**src/hdl/rcdr_regs.svh**
```systemverilog
// constants for the reset cause and debug reset block: field positions, reset
// values, service codes and the reset stretch time.
// assumes inclusion by bare name from any design file that needs them.
`ifndef RCDR_REGS_SVH
`define RCDR_REGS_SVH

// ---------------------------------------------------------------
// reset_cause field positions
// ---------------------------------------------------------------
`define RCDR_BIT_POWER_ON 7
`define RCDR_BIT_PIN 6
`define RCDR_BIT_WATCHDOG 5
`define RCDR_BIT_ILLEGAL_OPCODE 4
`define RCDR_BIT_ILLEGAL_ADDRESS 3
`define RCDR_BIT_LOW_VOLTAGE 1

// ---------------------------------------------------------------
// reset values and fixed read values
// ---------------------------------------------------------------
`define RCDR_CAUSE_POR_VALUE 8'h82
`define RCDR_CAUSE_UNUSED_MASK 8'h05
`define RCDR_DEBUG_FORCE_READ 8'h00
`define RCDR_FORCE_RESET_BIT 0

// ---------------------------------------------------------------
// watchdog service codes
// ---------------------------------------------------------------
`define RCDR_SERVICE_FIRST 8'h55
`define RCDR_SERVICE_SECOND 8'haa
`define RCDR_TIMEOUT_OFF 2'h0

// ---------------------------------------------------------------
// timing: least reset stretch after the sources release
// ---------------------------------------------------------------
`define RCDR_CLOCK_PERIOD_NS 40
`define RCDR_STRETCH_NS 320
`define RCDR_STRETCH_CYCLES \
  ((`RCDR_STRETCH_NS + `RCDR_CLOCK_PERIOD_NS - 1) / `RCDR_CLOCK_PERIOD_NS)
`define RCDR_STRETCH_WIDTH 4

`endif

```
**src/hdl/rcdr_pkg.sv**
```systemverilog
// types shared by the reset cause block and its watchdog service tracker.
// assumes rcdr_regs.svh supplies the numeric constants.
package rcdr_pkg;

  // ---------------------------------------------------------------
  // state types, one bit changing per step along the usual path except RS_STRETCH to RS_RUN
  // ---------------------------------------------------------------
  typedef enum logic [1:0] {
    RS_RUN = 2'h0,
    RS_ASSERT = 2'h1,
    RS_STRETCH = 2'h3
  } rcdr_rst_state_t;

  typedef enum logic {
    SV_IDLE = 1'h0,
    SV_GOT_FIRST = 1'h1
  } rcdr_svc_state_t;

endpackage

```
**src/hdl/rcdr_service.sv**
```systemverilog
// watchdog service tracker: watches writes to the reset_cause address and
// reports a restart or a violation one cycle later.
// assumes the watchdog timer outside supplies enable and window position.
`timescale 1ns/1ps
`include "rcdr_regs.svh"

module rcdr_service (
  // clock and reset
  input wire logic clock,
  input wire logic rst,
  input wire logic clear,
  // write to the reset_cause address
  input wire logic cause_wr,
  input wire logic [7:0] wr_data,
  // watchdog configuration and window position
  input wire logic wd_enabled,
  input wire logic window_mode,
  input wire logic in_last_quarter,
  // results
  output rcdr_pkg::rcdr_svc_state_t state_ff,
  output logic restart_ff,
  output logic violation_ff
);
  import rcdr_pkg::*;

  // ---------------------------------------------------------------
  // decode
  // ---------------------------------------------------------------
  wire logic is_first = (wr_data == `RCDR_SERVICE_FIRST);
  wire logic is_second = (wr_data == `RCDR_SERVICE_SECOND);
  wire logic wr_live = cause_wr && wd_enabled && !clear;
  // early writes in window mode count as faults even when they are valid codes
  wire logic early = window_mode && !in_last_quarter;
  wire logic nxt_violation = wr_live && ((!is_first && !is_second) || early);
  wire logic nxt_restart = wr_live && !early && is_second && (state_ff == SV_GOT_FIRST);
  rcdr_svc_state_t nxt_state;

  always_comb begin
    nxt_state = state_ff;
    if (clear || nxt_violation) begin
      nxt_state = SV_IDLE;
    end else if (wr_live) begin
      nxt_state = is_first ? SV_GOT_FIRST : SV_IDLE;
    end
  end

  // ---------------------------------------------------------------
  // registers
  // ---------------------------------------------------------------
  always_ff @(posedge clock or posedge rst) begin
    if (rst) begin
      state_ff <= SV_IDLE;
      restart_ff <= 1'b0;
      violation_ff <= 1'b0;
    end else begin
      state_ff <= nxt_state;
      restart_ff <= nxt_restart;
      violation_ff <= nxt_violation;
    end
  end
endmodule

```
**src/hdl/rcdr_top.sv**
```systemverilog
// reset cause recorder with watchdog service decode and debug forced reset.
// assumes cpu and debug strobes are synchronous one-cycle pulses and that
// rst is the power-on reset of this block alone.
//
// Operation
// - reset_cause flags are read-only; ordinary writes never alter them.
// - a debug forced reset leaves every reset_cause flag cleared.
// - watchdog enabled: a cause write other than 0x55/0xaa forces watchdog reset.
// - writing 0x55 then 0xaa restarts the watchdog, flags untouched.
// - power-on sets bit 7 and low-voltage bit 1, clears the rest.
// - low-voltage reset sets bit 1, clears bits 6..3, keeps bit 7.
// - other resets set active source flags, clear the rest and bits 7, 1.
// - a low level on the external reset pin is recorded in bit 6.
// - watchdog timeout recorded in bit 5; blocked when timeout select is zero.
// - illegal opcode, disabled stop or background instruction resets, sets bit 4.
// - access to an unimplemented address resets and sets bit 3.
// - debug_force_reset writes are honoured only from serial debug commands.
// - reads of debug_force_reset always return 0x00.
// - debug writing 1 to the force reset bit starts a system reset at once.
// - window mode: service writes in the first 75% of the period reset.
// - low-voltage reset only when enabled; held until the supply recovers.
`timescale 1ns/1ps
`include "rcdr_regs.svh"

module rcdr_top (
  // clock and power-on reset
  input wire logic clock,
  input wire logic rst,
  // register access
  input wire logic sel_reset_cause,
  input wire logic sel_debug_force_reset,
  input wire logic wr_en,
  input wire logic rd_en,
  input wire logic from_debug,
  input wire logic [7:0] wr_data,
  output logic [7:0] rd_data_ff,
  // reset sources
  input wire logic reset_pin_n,
  input wire logic supply_low,
  input wire logic low_voltage_reset_enable,
  input wire logic unimplemented_opcode,
  input wire logic stop_instruction,
  input wire logic background_instruction,
  input wire logic stop_mode_enable,
  input wire logic background_mode_enable,
  input wire logic illegal_address_access,
  // watchdog timer link
  input wire logic [1:0] watchdog_timeout_select,
  input wire logic watchdog_window_mode,
  input wire logic watchdog_last_quarter,
  input wire logic watchdog_timeout,
  output logic watchdog_restart_ff,
  // system reset
  output logic sys_reset_ff,
  output logic [7:0] reset_cause_ff
);
  import rcdr_pkg::*;

  // ---------------------------------------------------------------
  // reset source decode
  // ---------------------------------------------------------------
  rcdr_rst_state_t state_ff;
  rcdr_rst_state_t nxt_state;
  rcdr_svc_state_t svc_state;
  logic [`RCDR_STRETCH_WIDTH-1:0] stretch_ff;
  logic [`RCDR_STRETCH_WIDTH-1:0] nxt_stretch;
  logic [7:0] nxt_cause;
  logic service_violation;

  wire logic in_run = (state_ff == RS_RUN);
  wire logic wd_enabled = (watchdog_timeout_select != `RCDR_TIMEOUT_OFF);
  wire logic cause_wr = wr_en && sel_reset_cause;
  wire logic src_pin = !reset_pin_n;
  wire logic src_wd = (watchdog_timeout && wd_enabled) || service_violation;
  wire logic src_illegal_opcode_flag = unimplemented_opcode
    || (stop_instruction && !stop_mode_enable)
    || (background_instruction && !background_mode_enable);
  wire logic src_illegal_address_flag = illegal_address_access;
  wire logic src_lvr = supply_low && low_voltage_reset_enable;
  // user program writes never reach the force bit
  wire logic src_dbg = wr_en && sel_debug_force_reset && from_debug
    && wr_data[`RCDR_FORCE_RESET_BIT];
  wire logic src_other = src_pin || src_wd || src_illegal_opcode_flag || src_illegal_address_flag;
  wire logic any_src = src_lvr || src_dbg || src_other;
  // only the level sources keep the chip in reset; pulses go straight to the stretch
  wire logic held = src_lvr || src_pin;

  // ---------------------------------------------------------------
  // watchdog service tracker
  // ---------------------------------------------------------------
  rcdr_service u_service (
    .clock(clock),
    .rst(rst),
    .clear(sys_reset_ff),
    .cause_wr(cause_wr),
    .wr_data(wr_data),
    .wd_enabled(wd_enabled),
    .window_mode(watchdog_window_mode),
    .in_last_quarter(watchdog_last_quarter),
    .state_ff(svc_state),
    .restart_ff(watchdog_restart_ff),
    .violation_ff(service_violation)
  );

  // ---------------------------------------------------------------
  // cause capture at reset entry
  // ---------------------------------------------------------------
  // low voltage wins over a simultaneous debug or event source, since the
  // supply itself is suspect; debug wins over events so that a forced
  // reset leaves a clean register for the host.
  always_comb begin
    nxt_cause = reset_cause_ff;
    if (in_run && src_lvr) begin
      nxt_cause = 8'h00;
      nxt_cause[`RCDR_BIT_LOW_VOLTAGE] = 1'b1;
      nxt_cause[`RCDR_BIT_POWER_ON] = reset_cause_ff[`RCDR_BIT_POWER_ON];
    end else if (in_run && src_dbg) begin
      nxt_cause = 8'h00;
    end else if (in_run && src_other) begin
      nxt_cause = 8'h00;
      nxt_cause[`RCDR_BIT_PIN] = src_pin;
      nxt_cause[`RCDR_BIT_WATCHDOG] = src_wd;
      nxt_cause[`RCDR_BIT_ILLEGAL_OPCODE] = src_illegal_opcode_flag;
      nxt_cause[`RCDR_BIT_ILLEGAL_ADDRESS] = src_illegal_address_flag;
    end
  end

  // ---------------------------------------------------------------
  // reset sequencer
  // ---------------------------------------------------------------
  always_comb begin
    nxt_state = state_ff;
    nxt_stretch = stretch_ff;
    case (state_ff)
      RS_RUN: begin
        if (any_src) begin
          nxt_state = RS_ASSERT;
        end
      end
      RS_ASSERT: begin
        if (!held) begin
          nxt_state = RS_STRETCH;
          nxt_stretch = `RCDR_STRETCH_WIDTH'(`RCDR_STRETCH_CYCLES - 1);
        end
      end
      RS_STRETCH: begin
        if (held) begin
          nxt_state = RS_ASSERT;
        end else if (stretch_ff == '0) begin
          nxt_state = RS_RUN;
        end else begin
          nxt_stretch = stretch_ff - 1'b1;
        end
      end
      default: begin
        nxt_state = RS_ASSERT;
      end
    endcase
  end

  // ---------------------------------------------------------------
  // read data
  // ---------------------------------------------------------------
  wire logic [7:0] cause_view = reset_cause_ff & ~`RCDR_CAUSE_UNUSED_MASK;
  wire logic [7:0] nxt_rd_data = (rd_en && sel_reset_cause) ? cause_view
    : `RCDR_DEBUG_FORCE_READ;

  // ---------------------------------------------------------------
  // registers
  // ---------------------------------------------------------------
  always_ff @(posedge clock or posedge rst) begin
    if (rst) begin
      state_ff <= RS_ASSERT;
      stretch_ff <= '0;
      sys_reset_ff <= 1'b1;
      reset_cause_ff <= `RCDR_CAUSE_POR_VALUE;
      rd_data_ff <= 8'h00;
    end else begin
      state_ff <= nxt_state;
      stretch_ff <= nxt_stretch;
      sys_reset_ff <= (nxt_state != RS_RUN);
      reset_cause_ff <= nxt_cause;
      rd_data_ff <= nxt_rd_data;
    end
  end
endmodule

```
**config.mk**
```make
export PLATFORM = sky130hd
export DESIGN_NAME = rcdr_top
export DESIGN_NICKNAME = d
export VERILOG_FILES = /design/src/hdl/rcdr_pkg.sv /design/src/hdl/rcdr_service.sv /design/src/hdl/rcdr_top.sv
export VERILOG_INCLUDE_DIRS = /design/src /design/src/hdl
export SDC_FILE = /design/constraint.sdc
export NUM_CORES = 1
export LEC_CHECK = 0
export BUFFER_PORTS_ARGS = -buffer_cell sky130_fd_sc_hd__buf_2
export CELL_PAD_IN_SITES_DETAIL_PLACEMENT = 0
export CELL_PAD_IN_SITES_GLOBAL_PLACEMENT = 1
export CORE_UTILIZATION = 38
export DETAILED_ROUTE_END_ITERATION = 12
export PLACE_DENSITY = 0.95
export SKIP_LAST_GASP = 1
export SLEW_MARGIN = 20
export SYNTH_ARGS = -nofsm -noshare
export SYNTH_HDL_FRONTEND = slang
export SYNTH_SLANG_ARGS = --single-unit
export TNS_END_PERCENT = 10
```
**constraint.sdc**
```tcl
create_clock -name clock -period 3.5 [get_ports clock]
set_input_delay 1.05 -clock clock [delete_from_list [all_inputs] [get_ports clock]]
set_output_delay 1.05 -clock clock [all_outputs]
set_load 0.01 [all_outputs]
```
==> metrics.cfg, run 1 <==
[status]
status = complete, no violations

[placement]
numPortBuffers = 42
gp_congestion = 0.834
dp_hpwl_um = 1690

[floorplanning]
start_util_pct = 40.3
fp-row-count = 19
ios = 47
die_y_um = 56.1
dieArea_um2 = 3150
die_w_um = 56.1
core_um2 = 2760

[synth]
async_reset_ff_share_pct = 100
synth_edf_count = 0
synth-seq-cells = 22
syn_area_per_cell_um2 = 11.4
syn_inst = 98
synth_cell_types = 36
synth_seq_area_share_pct = 49.9
syn_area_um2 = 1110
synth_warnings = 0
ys.flop_type = dfrtp_1

[detailed_routing]
ant_nets = 0
drt_iter0_markers = 19
drc_errors = 0
wl_um = 2090
vias = 903
viasPerCell = 5.19
post_drt_wl_per_cell_um = 12.0
first_pass_iters = 4

[hold_path]
hold_end = reset_cause_ff[1]
hold_start = reset_cause_ff[1]
hold_class = reg2reg
whs_path_depth = 2

[clock_tree]
cts_tree = done
path_clk_slew_ps = 120
ctsHoldBuffers = 0
cts_sinks = 22
cts_root_buf = clkbuf_4
clock_latency_ps = 300
post-cts-setup-buffer-count = 0
cts_buffer_depth = 2
cts-resized-gates = 0
cts-htree-levels = 1
numCtsBuffers = 3

[sta]
worst_pin_slew_ps = 791
timing.final.max_slew_violations = 0
finalHoldViolations = 0
post-route-period-util_pct = 58.9
setup_viol = 0
finClkSkew_ps = 6.62
fin_crit_ps = 2060
fmax_mhz = 485
setup_tns_ps = 0
maxSlewHeadroom_pct = 47.2
grt_setup_unrepaired = no

[grt]
grt_pass1_wl_um = 3580
grt_usage_pct = 14.7
gr-total-overflow = 0
grt_pass1_vias = 856
use_met2_pct = 23.0
globalRouteMet3Util_pct = 3.49
grt_use_met1_pct = 18.5
grt-busiest-layer = met2
antenna_found_initial = 0
grt_max_degree = 23

[pwr]
vdd_ir_drop_max_mv = 0.323
leakage_nw = 0.729
power.total_mw = 0.572
powerDensity_nw_per_um2 = 410

[layout]
area_growth_pct = 25.4
antenna_cells = 0
filler_cell_count = 255
layout_commonest_cell = buf_2
layout_common_cells = 42 x buf_2, 18 x dfrtp_1, 11 x inv_1
nets = 174
drive_gt1_share_pct = 44.8

[flow_run]
max_cap_violations = 0

[worst_setup_path]
path_buf_inv = 1
crit_chain = buf_2
endpoint_kind = output pin
crit_path_start_kind = flip-flop
r2r_slack_ps = 1930
cpMaxStageDelayCell = dfstp_2
timing.rr.end = stretch_ff[0]
max_stage_delay_ps = 570
cp_top_family = flip-flops
ff2ff_path_depth = 6
required_ps = 2450
crit_fanout = 4
worstPathArrival_ps = 1010
r2r_start = stretch_ff[0]
path_class = reg2out

stage by stage:
stage | util [%] | setup slack, ps | hold slack, ps | cells | cell area (um^2)
floorplan | - | 1600 | 474 | 101 | 1120
CTS | 50.6 | 1420 | 496 | 174 | 1400
finish | 50.6 | 1440 | 491 | 174 | 1400
detailed placement | 48.7 | 1390 | 476 | 170 | 1340
global route | 50.6 | 1390 | 519 | 174 | 1400
global placement | 48.7 | 1450 | 471 | 170 | 1340
power by group:
group / switching (mW) / internal, mW
logic: 0.0462 / 0.0481
clock network: 0.0732 / 0.116
registers: 0.0148 / 0.274
total: 0.134 / 0.438
synth_stat cells (2+ instances only):
library cell	number	area share, %
dfrtp_1	18	40
inv_1	11	3.7
and3_1	7	3.9
nand2_1	6	2.0
nand3_1	5	2.2
a21oi_1	4	1.8
buf_4	4	2.7
dfstp_2	4	9.4
o22ai_1	4	2.2
nor3_1	3	1.3
a22o_1	2	1.6
and4bb_1	2	2.2
mux2_4	2	2.7
nor2b_1	2	1.1
nor4bb_1	2	1.8
or3_1	2	1.1
worst max path at each step:
stage | from | end | slack [ps] | cells past startpoint
floorplan | supply_low | stretch_ff[0] | 1600 | 4
finish | sys_reset_ff | sys_reset_ff | 1440 | 1
global route | sys_reset_ff | sys_reset_ff | 1390 | 1
global placement | supply_low | reset_cause_ff[6] | 1450 | 5
detailed placement | supply_low | stretch_ff[0] | 1390 | 5
CTS | sys_reset_ff | sys_reset_ff | 1420 | 1
state kept, by name, indices dropped and copies added, names as in the netlist:
register / count
rd_data_ff: 6
reset_cause_ff: 6
stretch_ff: 4
state_ff: 2
sys_reset_ff: 1
u_service.restart_ff: 1
u_service.state_ff: 1
u_service.violation_ff: 1
layer usage:
layer | share of wire [%] | wire length [um] | vias to the layer above
met5 | 0 | 0 | -
met4 | 1.9 | 39 | 0
met3 | 6.7 | 141 | 4
met2 | 48 | 1000 | 38
met1 | 43 | 909 | 424
li1 | - | - | 437
cell type report:
type                    instances  area (um^2)  share of cell area, %
multi-input cells              64          497                   35.6
clock buffers                   3         22.5                   1.61
well taps                      31         38.8                   2.78
clock inverters                 1         30.0                   2.15
repair buffers                 42          210                   15.1
flip-flops and latches         22          556                   39.8
inverters                      11         41.3                   2.96
worst reg2reg max path: stages, from the launching register on:
cell	delay, ps
dfrtp_1	430
inv_1	70
ha_1	240
nand2b_4	80
nor3b_2	250
nor2_2	110
mux2_4	300
cells by family after synthesis:
logic type / Yosys count / synth area share, %
buf+inv: 15 / 6.41
mux: 2 / 2.70
simple gates: 39 / 25.3
compound gates: 18 / 14.2
other cells: 1 / 0.337
fa+ha+maj: 1 / 1.12
flops: 22 / 49.9
Power figures use the tool's default switching activity.
==> run 2, diff against run 1 <==
--- a/config.mk
+++ b/config.mk
@@ -6,12 +6,13 @@
 export SDC_FILE = /design/constraint.sdc
 export NUM_CORES = 1
 export LEC_CHECK = 0
+export ABC_AREA = 1
 export BUFFER_PORTS_ARGS = -buffer_cell sky130_fd_sc_hd__buf_2
 export CELL_PAD_IN_SITES_DETAIL_PLACEMENT = 0
 export CELL_PAD_IN_SITES_GLOBAL_PLACEMENT = 1
-export CORE_UTILIZATION = 38
+export CORE_UTILIZATION = 30
 export DETAILED_ROUTE_END_ITERATION = 12
-export PLACE_DENSITY = 0.95
+export PLACE_DENSITY = 0.86
 export SKIP_LAST_GASP = 1
 export SLEW_MARGIN = 20
 export SYNTH_ARGS = -nofsm -noshare
==> constraint.sdc (replaced) <==
create_clock -name clock -period 1.75 [get_ports clock]
set_input_delay 0.525 -clock clock [delete_from_list [all_inputs] [get_ports clock]]
set_output_delay 0.525 -clock clock [all_outputs]
set_load 0.01 [all_outputs]
==> metrics.cfg, run 2 <==
[clock_tree]
numCtsBuffers = 3
cts_tree = done
cts_sinks = 22
cts_buffer_depth = 2
cts-htree-levels = 1
ctsHoldBuffers = 0
cts_root_buf = clkbuf_8
post-cts-setup-buffer-count = 0
cts-resized-gates = 0
path_clk_slew_ps = 70
clock_latency_ps = 260

[synth]
synth_area_leaders = dfrtp_1 39%, dfstp_2 9.0%, nand2_1 9.0%, inv_1 8.4%, nor2_1 5.1%
synth_cell_types = 26
netlist_top_cells_count = 28 x nand2_1, 26 x inv_1, 18 x dfrtp_1
yosys.area.top_type = dfrtp_1
synth_warnings = 0
async_reset_ff_share_pct = 100
synth-seq-cells = 22
syn_area_per_cell_um2 = 8.16
ys.flop_type = dfrtp_1
synth.most_common_cell = nand2_1
syn_inst = 143
synth.top_cell.area_share_pct = 38.6
synth_seq_area_share_pct = 47.6
synth_edf_count = 0
syn_area_um2 = 1170

[pwr]
leakage_nw = 0.814
seqPwrFrac_pct = 51.7
netSwitchingFraction_pct = 28.2
powerDensity_nw_per_um2 = 791
p_comb_share_pct = 21.4
vdd_ir_drop_max_mv = 0.350
p_clk_share_pct = 27.0
p_int_mw = 0.835
power.total_mw = 1.16
p_sw_mw = 0.329

[placement]
dp.cells = 233
dp_slack_ps = 366
numPortBuffers = 42
dp_hpwl_um = 1790
gp_congestion = 0.782

[layout]
area_growth_pct = 26.0
multi_input_area_um2 = 479
filler_cell_count = 405
antenna_cells = 0
layout_commonest_cell = buf_2
fin_cells = 237
layout_common_cells = 42 x buf_2, 28 x nand2_1, 26 x inv_1
seqCellArea_um2 = 556
drive_gt1_share_pct = 35.4
reg_top3 = rd_data_ff (6), reset_cause_ff (6), stretch_ff (4)
nets = 220

[worst_setup_path]
worstPathArrival_ps = 930
required_ps = 1220
cpMaxStageDelayCell = dfstp_2
crit_fanout = 2
max_stage_delay_ps = 550
crit_path_start_kind = flip-flop
path_class = reg2out
crit_chain = buf_2
cp_top_family = flip-flops
path_buf_inv = 1
endpoint_kind = output pin

[grt]
grt_max_degree = 23
grt_pass1_vias = 1002
grt_usage_pct = 12.7
antenna_found_initial = 0
gr-total-overflow = 0
grt_pass1_wl_um = 4040

[sta]
fin_hold_ws_ps = 295
setup_viol = 0
finClkSkew_ps = 2.43
setup_tns_ps = 0
fmax_mhz = 686
grt_setup_unrepaired = no
fin_crit_ps = 1460
post-route-period-util_pct = 83.3
finalHoldViolations = 0
timing.final.max_slew_violations = 0
fin_ws_ps = 293

[floorplanning]
ios = 47
dieArea_um2 = 4140
core_um2 = 3690
die_w_um = 64.4
start_util_pct = 31.6
die_y_um = 64.4
fp-row-count = 22

[detailed_routing]
topRoutingLayerUsed = met4
drc_errors = 0
ant_nets = 0
wl_met3_um = 105
drt_iter0_markers = 40
vias = 1007
post_drt_wl_per_cell_um = 9.08
first_pass_iters = 3
met2_length_um = 1090
drt-met1-wl_um = 914
wl_um = 2150
viasPerCell = 4.25

[flow_run]
max_cap_violations = 0

[status]
status = complete, no violations

[hold_path]
hold_class = in2async

run 2: area by class of cell:
| type | count | area share, % |
|---|---|---|
| Multi-Input combinational cell | 91 | 32.6 |
| Tap cell | 48 | 4.08 |
| Inverter | 29 | 7.74 |
| Clock buffer | 4 | 3.06 |
| Sequential cell | 22 | 37.8 |
| Timing Repair Buffer | 43 | 14.8 |
run 2: power by group through the flow:
stage,registers (mW),logic [mW],clock network [mW]
global route,0.610,0.291,0.350
CTS,0.602,0.254,0.327
floorplan,0.626,0.147,0
detailed placement,0.612,0.253,0
finish,0.601,0.249,0.314
global placement,0.610,0.249,0
run 2: cell families (layout without fill, tap and decap cells):
kind of cell | Yosys count | count (layout) | share of synthesized area, %
adders and majority gates | 1 | 1 | 1.07
xor gates and xnor gates | 1 | 1 | 0.750
and+or+nand+nor | 75 | 75 | 32.4
other | 1 | 4 | 0.321
DFF | 22 | 22 | 47.6
buffers and inverters | 33 | 76 | 12.3
AOI/OAI and AO/OA | 10 | 10 | 5.57
run 2: path summary, 6_finish.rpt:
kind	start	endpoint	slack, ps	cells past startpoint
setup / recovery	sys_reset_ff	sys_reset_ff	290	1
hold / removal	rst	reset_cause_ff[3]	290	3
setup reg to reg	stretch_ff[1]	stretch_ff[1]	520	7
hold reg to reg	reset_cause_ff[7]	reset_cause_ff[7]	480	2
max in group asynchronous	rst	state_ff[0]	1180	3
min in group clock	reset_cause_ff[7]	reset_cause_ff[7]	480	2
run 2: per-stage QoR:
stage,util (%),instance area (um^2)
floorplan,-,1180
global placement,38.7,1430
detailed placement,38.7,1430
CTS,39.9,1470
global route,39.9,1470
finish,39.9,1470
run 2: layer usage:
metal	vias up	global-route usage (%)
li1	526	-
met1	456	14.0
met2	21	22.9
met3	4	2.86
met4	0	5.83
met5	-	0
